**src/eirr_regs.vh**
```
`ifndef EIRR_REGS_VH
`define EIRR_REGS_VH
// Behaviour
// [RL1] Ch4 pin: 00 pin3, 01 pin4, others prohibited
// [RL2] Ch4 extra use: none, T1 count, T0L/T0H capture
// [RL3] Ch4 capture source masks port-7 capture events
// [RL4] T1 low counts ch4 events else every 2 cycles
// [RL5] Ch1 on pin7: fall, low, rise, high
// [RL6] Ch0 on port-7 pin: fall, low, rise, high
// [RL7] Ch1 flag bit5, enable bit4: HOLD release, vector 000BH
// [RL8] Ch0 flag bit1, enable bit0: HOLD release, vector 0003H
// [RL9] Flags clear only by software write
// [RL10] Ch3/ch2 edge controls: none, fall, rise, both
// [RL11] Ch3 requests vector 001BH, no HOLD release
// [RL12] Ch2 flag bit1: HOLD release, vector 0013H
// [RL13] Ch2 in HOLD ignores edge toward entry level
// [RL14] T0H capture from ch1 or ch3
// [RL15] T0L capture from ch0 or ch2
// [RL16] Base timer clock source select, four choices
// [RL17] Buzzer select steers pin7 buzzer or PWM
// [RL18] Ch3 noise filter: 1, 128, 1, 32 cycles
// [RL19] T0 count clock from ch3 or ch2
// [RL20] Port-7 and pin4 capture conflict masks both; code masks only the port-7/port-1 sources, ch4 still captures
// [RL21] Ch4 edge controls: none, fall, rise, both
// [RL22] Ch4 flag: HOLD release, vector 0013H, HOLD masking
// [RL23] Sample pins per cycle; level mode re-sets
`define EIRR_ADDR_W      16
`define EIRR_OFS_CR01    16'hFE5D
`define EIRR_OFS_CR23    16'hFE5E
`define EIRR_OFS_ISL     16'hFE5F
`define EIRR_OFS_CR45    16'hFE4A
`define EIRR_OFS_SL45    16'hFE4B
`define EIRR_RST         8'h00
`define EIRR_VEC_CH0     16'h0003
`define EIRR_VEC_CH1     16'h000B
`define EIRR_VEC_CH24    16'h0013
`define EIRR_VEC_CH3     16'h001B
`define EIRR_B_HI_MODE   7
`define EIRR_B_HI_SUB    6
`define EIRR_B_HI_FLAG   5
`define EIRR_B_HI_EN     4
`define EIRR_B_LO_MODE   3
`define EIRR_B_LO_SUB    2
`define EIRR_B_LO_FLAG   1
`define EIRR_B_LO_EN     0
`define EIRR_B_CAPH      7
`define EIRR_B_CAPL      6
`define EIRR_B_BUZ       3
`define EIRR_B_FILTER_CONST_SEL     2
`define EIRR_B_FILTER_ON      1
`define EIRR_B_CNT       0
`define EIRR_F4_NONE     2'h0
`define EIRR_F4_T1CNT    2'h1
`define EIRR_F4_CAPL     2'h2
`define EIRR_F4_CAPH     2'h3
`define EIRR_P4_PIN3     2'h0
`define EIRR_P4_PIN4     2'h1
`define EIRR_NF_LONG     8'd128
`define EIRR_NF_SHORT    8'd32
`define EIRR_T1_DIV      1'b1
`endif

```
**src/eirr_noise_filter.v**
```verilog
`include "eirr_regs.vh"
module eirr_noise_filter #(
    parameter CW = 8
) (
    input  wire          clk,    // Cycle clock
    input  wire          rstn,   // Async reset
    input  wire          ce,     // Clock enable
    input  wire          din,    // Synchronised input
    input  wire [CW-1:0] span,   // Stable cycles required
    output reg           dout    // Filtered level
);
    reg [CW-1:0] cnt_reg;
    always @(posedge clk or negedge rstn) begin
        if (!rstn) begin
            cnt_reg <= {CW{1'b0}};
            dout    <= 1'b0;
        end else if (ce) begin
            if (din == dout)
                cnt_reg <= {CW{1'b0}};
            else if (cnt_reg + 1'b1 >= span) begin
                dout    <= din;
                cnt_reg <= {CW{1'b0}};
            end else
                cnt_reg <= cnt_reg + 1'b1;
        end
    end
endmodule // eirr_noise_filter

```
**src/eirr_router.v**
```verilog
// Decided for this implementation: register access over Avalon-MM.
`include "eirr_regs.vh"
module eirr_router (
    input  wire        clk,              // Cycle clock, 25 MHz
    input  wire        rstn,             // Async reset, active low
    input  wire        ce,               // Clock enable
    input  wire [15:0] address,          // Avalon byte address
    input  wire        read,             // Avalon read
    input  wire        write,            // Avalon write
    input  wire [7:0]  writedata,        // Avalon write data
    output reg  [7:0]  readdata,         // Avalon read data
    output wire        waitrequest,      // Avalon wait
    input  wire        port1Pin3,        // Pin, async
    input  wire        port1Pin4,        // Pin, async
    input  wire        port1Pin5,        // Pin, async
    input  wire        port1Pin6,        // Pin, async
    input  wire        port1Pin7,        // Pin, async
    input  wire        port7Pin0,        // Pin, async
    input  wire        holdMode,         // CPU in HOLD
    input  wire        subClk,           // Base timer source 0
    input  wire        lowRcClk,         // Base timer source 2
    input  wire        t0PrescOut,       // Base timer source 3
    input  wire        baseDivided,      // Divided base timer clock
    input  wire        timer1HighPwmIn,  // Raw timer 1 high PWM
    input  wire        pin17FuncCtrl,    // Pin 7 function control
    output wire        baseTimerClk,     // Base timer input clock
    output reg         buzzerOut,        // Buzzer output
    output reg         timer1HighPwm,    // Gated PWM
    output reg         pin17AltData,     // Alt data to pin 7
    output wire        holdRelease,      // HOLD release request
    output wire        irqReq,           // Any interrupt request
    output reg  [15:0] irqVector,        // Highest-priority vector
    output reg         t0CapLow,         // T0 low capture pulse
    output reg         t0CapHigh,        // T0 high capture pulse
    output reg         t0CountClk,       // T0 count pulse
    output reg         t1LowTick         // T1 low advance pulse
);
    reg [7:0] cr01Reg, cr23Reg, islReg, cr45Reg, sl45Reg;
    reg [5:0] sync1Reg, sync2Reg;
    reg [4:0] prevReg;
    reg       hold2Lvl, hold4Lvl, holdPrevReg;
    reg       t1DivReg, ackReg;
    reg [7:0] nfSpan;
    wire      ch3Filt;
    wire      p3 = sync2Reg[0], p4 = sync2Reg[1], p5 = sync2Reg[2];
    wire      p6 = sync2Reg[3], p7 = sync2Reg[4], p70 = sync2Reg[5];
    wire      ch4Pin;
    wire      det0, det1, det2, det3, det4;

    // Polarity/level-edge decode for ch0/ch1
    function lvlDet;
        input pol, lvl, cur, prev;
        begin
            if (lvl)
                lvlDet = (cur == pol);                                     // [RL23]
            else
                lvlDet = pol ? (cur & ~prev) : (~cur & prev);
        end
    endfunction
    // Rise/fall enable decode, with HOLD entry-level masking
    function edgDet;
        input rise, fall, cur, prev, inHold, entry;
        begin
            edgDet = (rise & cur & ~prev & ~(inHold & entry))
                   | (fall & ~cur & prev & ~(inHold & ~entry));
        end
    endfunction

    always @(posedge clk or negedge rstn) begin
        if (!rstn) begin
            sync1Reg <= 6'h00;
            sync2Reg <= 6'h00;
        end else if (ce) begin
            sync1Reg <= {port7Pin0, port1Pin7, port1Pin6, port1Pin5, port1Pin4, port1Pin3};
            sync2Reg <= sync1Reg;
        end
    end

    always @* begin
        if (islReg[`EIRR_B_FILTER_ON])                                          // [RL18]
            nfSpan = islReg[`EIRR_B_FILTER_CONST_SEL] ? `EIRR_NF_SHORT : `EIRR_NF_LONG;
        else
            nfSpan = 8'h01;
    end
    eirr_noise_filter #(.CW(8)) uNf (
        .clk (clk),
        .rstn(rstn),
        .ce  (ce),
        .din (p5),
        .span(nfSpan),
        .dout(ch3Filt)
    );

    // Prohibited codes fall back to pin3
    assign ch4Pin = (sl45Reg[3:2] == `EIRR_P4_PIN4) ? p4 : p3;             // [RL1]

    assign det0 = lvlDet(cr01Reg[`EIRR_B_LO_MODE], cr01Reg[`EIRR_B_LO_SUB],
                         p70, prevReg[0]);                                 // [RL6]
    assign det1 = lvlDet(cr01Reg[`EIRR_B_HI_MODE], cr01Reg[`EIRR_B_HI_SUB],
                         p7, prevReg[1]);                                  // [RL5]
    assign det2 = edgDet(cr23Reg[`EIRR_B_LO_MODE], cr23Reg[`EIRR_B_LO_SUB],
                         p6, prevReg[2], holdMode, hold2Lvl);              // [RL10] [RL13]
    assign det3 = edgDet(cr23Reg[`EIRR_B_HI_MODE], cr23Reg[`EIRR_B_HI_SUB],
                         ch3Filt, prevReg[3], 1'b0, 1'b0);                 // [RL10]
    assign det4 = edgDet(cr45Reg[`EIRR_B_LO_MODE], cr45Reg[`EIRR_B_LO_SUB],
                         ch4Pin, prevReg[4], holdMode, hold4Lvl);          // [RL21] [RL22]

    // Capture routing: ch4 capture use masks the port-7 and port-1 sources
    wire ch4CapL = (sl45Reg[1:0] == `EIRR_F4_CAPL);
    wire ch4CapH = (sl45Reg[1:0] == `EIRR_F4_CAPH);
    wire ch4Cap  = ch4CapL | ch4CapH;
    wire capLSrc = islReg[`EIRR_B_CAPL] ? (det0 & ~ch4Cap) : (det2 & ~ch4Cap); // [RL15] [RL3] [RL20]
    wire capHSrc = islReg[`EIRR_B_CAPH] ? (det1 & ~ch4Cap) : (det3 & ~ch4Cap); // [RL14] [RL20]

    wire [15:0] wrAddr = address;
    wire        wrHit  = write & ~ackReg;
    wire        hit01  = wrHit & (wrAddr == `EIRR_OFS_CR01);
    wire        hit23  = wrHit & (wrAddr == `EIRR_OFS_CR23);
    wire        hit45  = wrHit & (wrAddr == `EIRR_OFS_CR45);

    // One wait cycle, ack on the second
    assign waitrequest = (read | write) & ~ackReg;

    always @(posedge clk or negedge rstn) begin
        if (!rstn) begin
            cr01Reg     <= `EIRR_RST;
            cr23Reg     <= `EIRR_RST;
            islReg      <= `EIRR_RST;
            cr45Reg     <= `EIRR_RST;
            sl45Reg     <= `EIRR_RST;
            prevReg     <= 5'h00;
            hold2Lvl    <= 1'b0;
            hold4Lvl    <= 1'b0;
            holdPrevReg <= 1'b0;
            t1DivReg    <= 1'b0;
            ackReg      <= 1'b0;
            readdata    <= 8'h00;
            t0CapLow    <= 1'b0;
            t0CapHigh   <= 1'b0;
            t0CountClk  <= 1'b0;
            t1LowTick   <= 1'b0;
        end else if (ce) begin
            ackReg  <= (read | write) & ~ackReg;
            prevReg <= {ch4Pin, ch3Filt, p6, p7, p70};                    // [RL23]
            holdPrevReg <= holdMode;
            // Latch pin levels on HOLD entry
            if (holdMode & ~holdPrevReg) begin
                hold2Lvl <= p6;                                            // [RL13]
                hold4Lvl <= ch4Pin;                                        // [RL22]
            end
            if (hit01)
                cr01Reg <= writedata;
            else if (wrHit & (wrAddr == `EIRR_OFS_ISL))
                islReg <= writedata;
            else if (hit23)
                cr23Reg <= writedata;
            else if (hit45)
                cr45Reg <= writedata;
            else if (wrHit & (wrAddr == `EIRR_OFS_SL45))
                sl45Reg <= writedata;
            // Set wins over a clearing write in the same cycle
            if (det0) cr01Reg[`EIRR_B_LO_FLAG] <= 1'b1;                    // [RL8] [RL9]
            if (det1) cr01Reg[`EIRR_B_HI_FLAG] <= 1'b1;                    // [RL7] [RL9]
            if (det2) cr23Reg[`EIRR_B_LO_FLAG] <= 1'b1;                    // [RL12] [RL9]
            if (det3) cr23Reg[`EIRR_B_HI_FLAG] <= 1'b1;                    // [RL11] [RL9]
            if (det4) cr45Reg[`EIRR_B_LO_FLAG] <= 1'b1;                    // [RL22] [RL9]
            if (read & ~ackReg) begin
                case (address)
                    `EIRR_OFS_CR01: readdata <= cr01Reg;
                    `EIRR_OFS_CR23: readdata <= cr23Reg;
                    `EIRR_OFS_ISL:  readdata <= islReg;
                    `EIRR_OFS_CR45: readdata <= cr45Reg;
                    `EIRR_OFS_SL45: readdata <= sl45Reg;
                    default:        readdata <= 8'h00;
                endcase
            end
            t0CapLow   <= capLSrc | (ch4CapL & det4);                      // [RL2] [RL15]
            t0CapHigh  <= capHSrc | (ch4CapH & det4);                      // [RL2] [RL14]
            t0CountClk <= islReg[`EIRR_B_CNT] ? det3 : det2;               // [RL19]
            t1DivReg   <= t1DivReg ^ `EIRR_T1_DIV;
            if (sl45Reg[1:0] == `EIRR_F4_T1CNT)                           // [RL2]
                t1LowTick <= det4;                                         // [RL4]
            else
                t1LowTick <= t1DivReg;                                     // [RL4]
        end
    end

    wire rq0 = cr01Reg[`EIRR_B_LO_FLAG] & cr01Reg[`EIRR_B_LO_EN];          // [RL8]
    wire rq1 = cr01Reg[`EIRR_B_HI_FLAG] & cr01Reg[`EIRR_B_HI_EN];          // [RL7]
    wire rq2 = cr23Reg[`EIRR_B_LO_FLAG] & cr23Reg[`EIRR_B_LO_EN];          // [RL12]
    wire rq3 = cr23Reg[`EIRR_B_HI_FLAG] & cr23Reg[`EIRR_B_HI_EN];          // [RL11]
    wire rq4 = cr45Reg[`EIRR_B_LO_FLAG] & cr45Reg[`EIRR_B_LO_EN];          // [RL22]
    // Ch3 deliberately absent from HOLD release
    assign holdRelease = rq0 | rq1 | rq2 | rq4;                            // [RL11]
    assign irqReq      = holdRelease | rq3;

    always @* begin
        if (rq0)
            irqVector = `EIRR_VEC_CH0;
        else if (rq1)
            irqVector = `EIRR_VEC_CH1;
        else if (rq2 | rq4)
            irqVector = `EIRR_VEC_CH24;
        else if (rq3)
            irqVector = `EIRR_VEC_CH3;
        else
            irqVector = 16'h0000;
    end

    reg bclk;
    always @* begin
        case (islReg[5:4])                                                 // [RL16]
            2'h0:    bclk = subClk;
            2'h1:    bclk = clk;
            2'h2:    bclk = lowRcClk;
            default: bclk = t0PrescOut;
        endcase
    end
    assign baseTimerClk = bclk;

    always @* begin
        if (islReg[`EIRR_B_BUZ]) begin                                     // [RL17]
            timer1HighPwm = 1'b1;
            buzzerOut     = baseDivided;
        end else begin
            timer1HighPwm = timer1HighPwmIn;
            buzzerOut     = 1'b1;
        end
        pin17AltData = pin17FuncCtrl &
                       (islReg[`EIRR_B_BUZ] ? baseDivided : timer1HighPwmIn);
    end
endmodule // eirr_router

```
**config.mk**
```make
export PLATFORM = sky130hd
export DESIGN_NAME = eirr_router
export DESIGN_NICKNAME = d
export VERILOG_FILES = /design/src/eirr_noise_filter.v /design/src/eirr_router.v
export VERILOG_INCLUDE_DIRS = /design/src
export SDC_FILE = /design/constraint.sdc
export NUM_CORES = 1
export LEC_CHECK = 0
export BUFFER_PORTS_ARGS = -buffer_cell sky130_fd_sc_hd__buf_2
export CORE_MARGIN = 1
export CORE_UTILIZATION = 43
export DETAILED_ROUTE_END_ITERATION = 6
export SLEW_MARGIN = 20
export SYNTH_ARGS = -nofsm -noshare
export SYNTH_HDL_FRONTEND = slang
export SYNTH_SLANG_ARGS = --single-unit
```
**constraint.sdc**
```tcl
create_clock -name clk -period 4.7 [get_ports clk]
set_input_delay 0 -clock clk [delete_from_list [all_inputs] [get_ports clk]]
set_output_delay 0 -clock clk [all_outputs]
set_load 0.005 [all_outputs]
```
# Word-level counts from Yosys, hierarchy flattened
# Index checks and enable logic that the tools add are counted.
# W data, S select, Z words.
[word_totals] reg_bits=83 input_bits=42 output_inout_bits=35 wordCells=184
[op_classes] addsub=1 magnitude_cmp=1 n_eq_ne=21 muxes=35 n_bitwise=82 n_reduce_logical=19
[op_table] cell="$eq A16 B16 Y1 const B" n=5
[op_table] cell="$and A1 B1 Y1" n=45
[op_table] cell="$pmux W8 S5" n=1
[op_table] cell="$mux W8" n=4
[op_table] cell="$not A1 Y1" n=25
[op_table] cell="$mux W6" n=4
[op_table] cell="$mux W5" n=4
[op_table] cell="$mux W1" n=17
[op_table] cell="$ne A2 B2 Y1 const B" n=7
[op_table] cell="$or A1 B1 Y1" n=12
[op_table] cell="$reduce_and A4 Y1" n=3
[op_table] cell="$reduce_and A2 Y1" n=5
[op_table] cell="$reduce_and A5 Y1" n=2
[op_table] cell="$reduce_bool A2 Y1" n=5
[op_table] cell="$add A8 B1 Y8 const B" n=1
[op_table] cell="$ge A8 B8 Y1" n=1
[op_table] cell="$mux W2" n=4
[op_table] cell="$eq A2 B1 Y1 const B" n=3
[op_table] cell="$eq A2 B2 Y1 const B" n=3
[op_table] cell="$reduce_and A3 Y1" n=2
[op_table] cell="$reduce_and A6 Y1" n=1
[op_table] cell="$eq A1 B1 Y1" n=3
[op_table] cell="$pmux W1 S3" n=1
[op_table] cell="$logic_not A2 Y1" n=1

# Depth between registers and ports, before layout
[depth] ltp_word=9 mapped_depth=9 depth_no_buf=9

# Modules after synthesis
# Synthesis repeated with hierarchy kept, for this count alone.
[unflattened] cells_unflattened=387 area_unflattened_um2=4438.0
[modules_own_cells] module="eirr_router" instances=1 cells_per_inst=310 area_per_inst_um2=3709.8 seq_area_each_um2=1851.8
[modules_own_cells] module="eirr_noise_filter" instances=1 cells_per_inst=77 area_per_inst_um2=728.2 seq_area_each_um2=225.2

==> results.md <==
- Hpwl dp: 6270 um
- Clock latency on the worst-skew pair: 0.46 ns
- Hold worst-path end: sl45Reg[4]
- CORE AREA: 9328 um2
- Worst IR Drop VDD: 0.0001808 V
- Pwr Total: 0.001641 W
- Worst Hold Class: primary input to flip-flop
- Clock network power share: 42.7%
- Cell-internal power: 0.001239 W
- Die ar.: 10,130 um2
- # diodes: 0
- Post-route DRC: 0
- Post-route cell area: 5045 um2
- Worst R2R Start: uNf.cnt_reg[2]
- Utilization after layout: 54.08%
- Total GRT Usage: 20.28%
- Synth cell types: 59
- Filler cells: 847
- I/O pin count: 77
- Count of final hold-check violations: 0
- Non-filler cells in the finished layout: 581
- Synth top area share: 49.64%
- Area Growth Syn to Fin: 20.57%
- Routed wl met2: 4157 um
- GRT overflow: 0
- Initial antenna violation count: 0
- Sequential area share after synthesis: 49.64%
- Setup TNS: 0 ns
- Final setup violating endpoints: 0
- Seq cells post-synth: 83
- R2R Setup Slk: 2.19 ns
- Largest net degree at the start of global routing: 84
- Starting density of the core: 44.86%
- Max-slew headroom: 32.67%
- Comb pwr share: 9.4%
- Dpl cells: 545
- Yosys warns: 0
- Psw: 0.0004019 W
- DRT Pass-1 Iters: 4
- Sequential share of power: 47.9%
- RSZ-0062 raised after global routing: false
- Clk pin slew, worst setup/hold paths: 0.10 ns
- Hold Path Depth: 3
- Buffers on Ports: 64
- Synth area leaders: dfrtp_1, mux2_2, nand2_1
- Slew Viols, Final: 0
- Initial drt markers: 88
- Worst Tran Pin Value: 1.002 ns
- Max_cap viols: 0
- Max Used Layer: met4
- Proportion of layout cells with a drive suffix above 1: 33.85%
- First-pass GRT wire length: 15,370 um
- Synth Cell Area: 4184 um2
- Post-Syn Area per Cell: 11.56 um2
- Outcome: complete, no violations
- Critical Path Sink Type: primary output
- Clock Skew: 0.01365 ns
- Ys async rst share: 100.0%
- Crit Reg-Reg Endpoint: uNf.dout
- Met1 Wirelength: 4395 um
- Leak: 2.352 nW
- Cell Pwr Density: 325.3 nW/um2
- WP data required: 4.70 ns
- Worst-path fanout max: 2
- Die W: 100.6 um
- Antenna-violating nets left: 0
- Nets: 493
- Final GP Congestion: 0.8290
- Top_reg_cell synth: dfrtp_1
- Wire length per cell: 15.77 um
- Die H: 100.6 um
- Hold Path Origin: address[2]
- Metal3 WL: 472 um
- DR vias/cell: 5.325
- Post-synth top area cell: dfrtp_1
- R2R cell count: 9
- Setup Buffers After CTS: 0
- Startpoint Class: clock port
- Worst EP arrival: 3.14 ns
- Via count: 3,094
- Dpl cell area: 4583 um2
- Final WL: 9165 um
- Setup Crit Path Kind: clock port to primary output
- Cells after Synth: 362
- Switching Share: 24.49%
- Num rows: 35
- EDFF count, synth: 0
- Vias in the first global route: 3,012
- TritonCTS clock tree: yes
## worst max-delay path: stages
cell and delay, ns:
clkbuf_8 0.11, clkbuf_8 0.11, mux4_2 0.42, buf_2 0.14
## power groups by stage
stage / clock network (W) / logic (W) / registers [W]
finish: 0.000701 / 0.000154 / 0.000786
global route: 0.000750 / 0.000175 / 0.000794
CTS: 0.000715 / 0.000157 / 0.000786
detailed placement: 0.00000111 / 0.000146 / 0.000800
global placement: 0.00000111 / 0.000143 / 0.000798
floorplan: 0.000000768 / 0.0000875 / 0.000793
## cells by family (layout without fill, tap and decap cells)
family          Yosys count  after routing  share of synthesized area (%)
other cells               1             12                        0.08963
xor+xnor                  9              9                          2.064
buf+inv                  28            107                          3.738
fa+ha+maj                 4              4                          1.196
compound gates           69             69                          11.15
mux                      69             69                          18.42
flops                    83             83                          49.64
simple gates             99             99                          13.70
## synthesized netlist by cell type (all sizes together), types with 2 or more instances
cell type  number
nor2           16
nor3            2
nand4b          2
nand3b          2
nor2b           2
o211ai          2
nand2b          5
a21oi           9
a211oi          4
o2bb2ai         5
dfrtp          83
o21a            2
xor2            3
inv             6
nand3           9
nor4            6
mux2i          14
clkbuf          5
o41ai           2
and3            4
nand4           3
or3             2
buf            17
a22o            2
a22oi           3
ha              4
xnor2           6
nand2          42
a221oi          7
mux2           54
o21ai          24
## cells in the final DEF (no fill, tap or decap), types with 4 or more instances in the layout
cell           netlist  final
nor2_1              15     15
and3_1               4      4
nand2b_1             5      5
o2bb2ai_1            5      5
buf_2                2     63
ha_1                 4      4
conb_1               1     12
nand2_1             42     42
clkbuf_8             0     12
a211oi_1             4      4
dfrtp_1             83     83
o21ai_0             23     23
a21oi_1              9      9
inv_1                5      5
dlygate4sd3_1        0     17
nand3_1              8      8
a221oi_1             7      7
xnor2_1              5      5
mux2i_1             14     14
mux2_2              53     53
## layer usage
metal	GRT usage (%)	vias up
met3	5.617	11
met4	8.250	0
met2	29.93	88
li1	-	1474
met5	0	-
met1	28.16	1521
## layout make-up
type / instances / area, um2 / area share, %
flip-flops and latches: 83 / 2077 / 41.17
multi-input cells: 262 / 1992 / 39.48
repair buffers: 81 / 499.2 / 9.896
clock buffers: 13 / 170.2 / 3.373
well taps: 129 / 161.4 / 3.199
clock inverters: 7 / 122.6 / 2.431
inverters: 6 / 22.52 / 0.4464
## how the worst max path moves through the flow
stage / startpoint / endpoint / slack [ns] / cells past startpoint
6_report: clk / baseTimerClk / 1.56 / 4
5_1_grt: clk / baseTimerClk / 1.54 / 4
4_1_cts: clk / baseTimerClk / 1.56 / 4
3_5_place_dp: clk / baseTimerClk / 1.80 / 2
3_3_place_gp: clk / baseTimerClk / 1.80 / 2
2_1_floorplan: clk / baseTimerClk / 1.91 / 1
## per-stage QoR
| step | setup WS (ns) | hold slack (ns) |
|---|---|---|
| after floorplan | 1.911 | -0.2956 |
| after global placement | 1.803 | 0.2341 |
| after detailed placement | 1.803 | 0.2380 |
| after CTS | 1.557 | 0.009584 |
| after global routing | 1.541 | 0.01772 |
| final | 1.565 | 0.02486 |
## what timing repair did
item / in CTS / in global routing
hold buffers: 17 / 0
resized for setup: 0 / 0
hold endpoints to repair: 131 / 0
(Power assumes the default switching activity.)
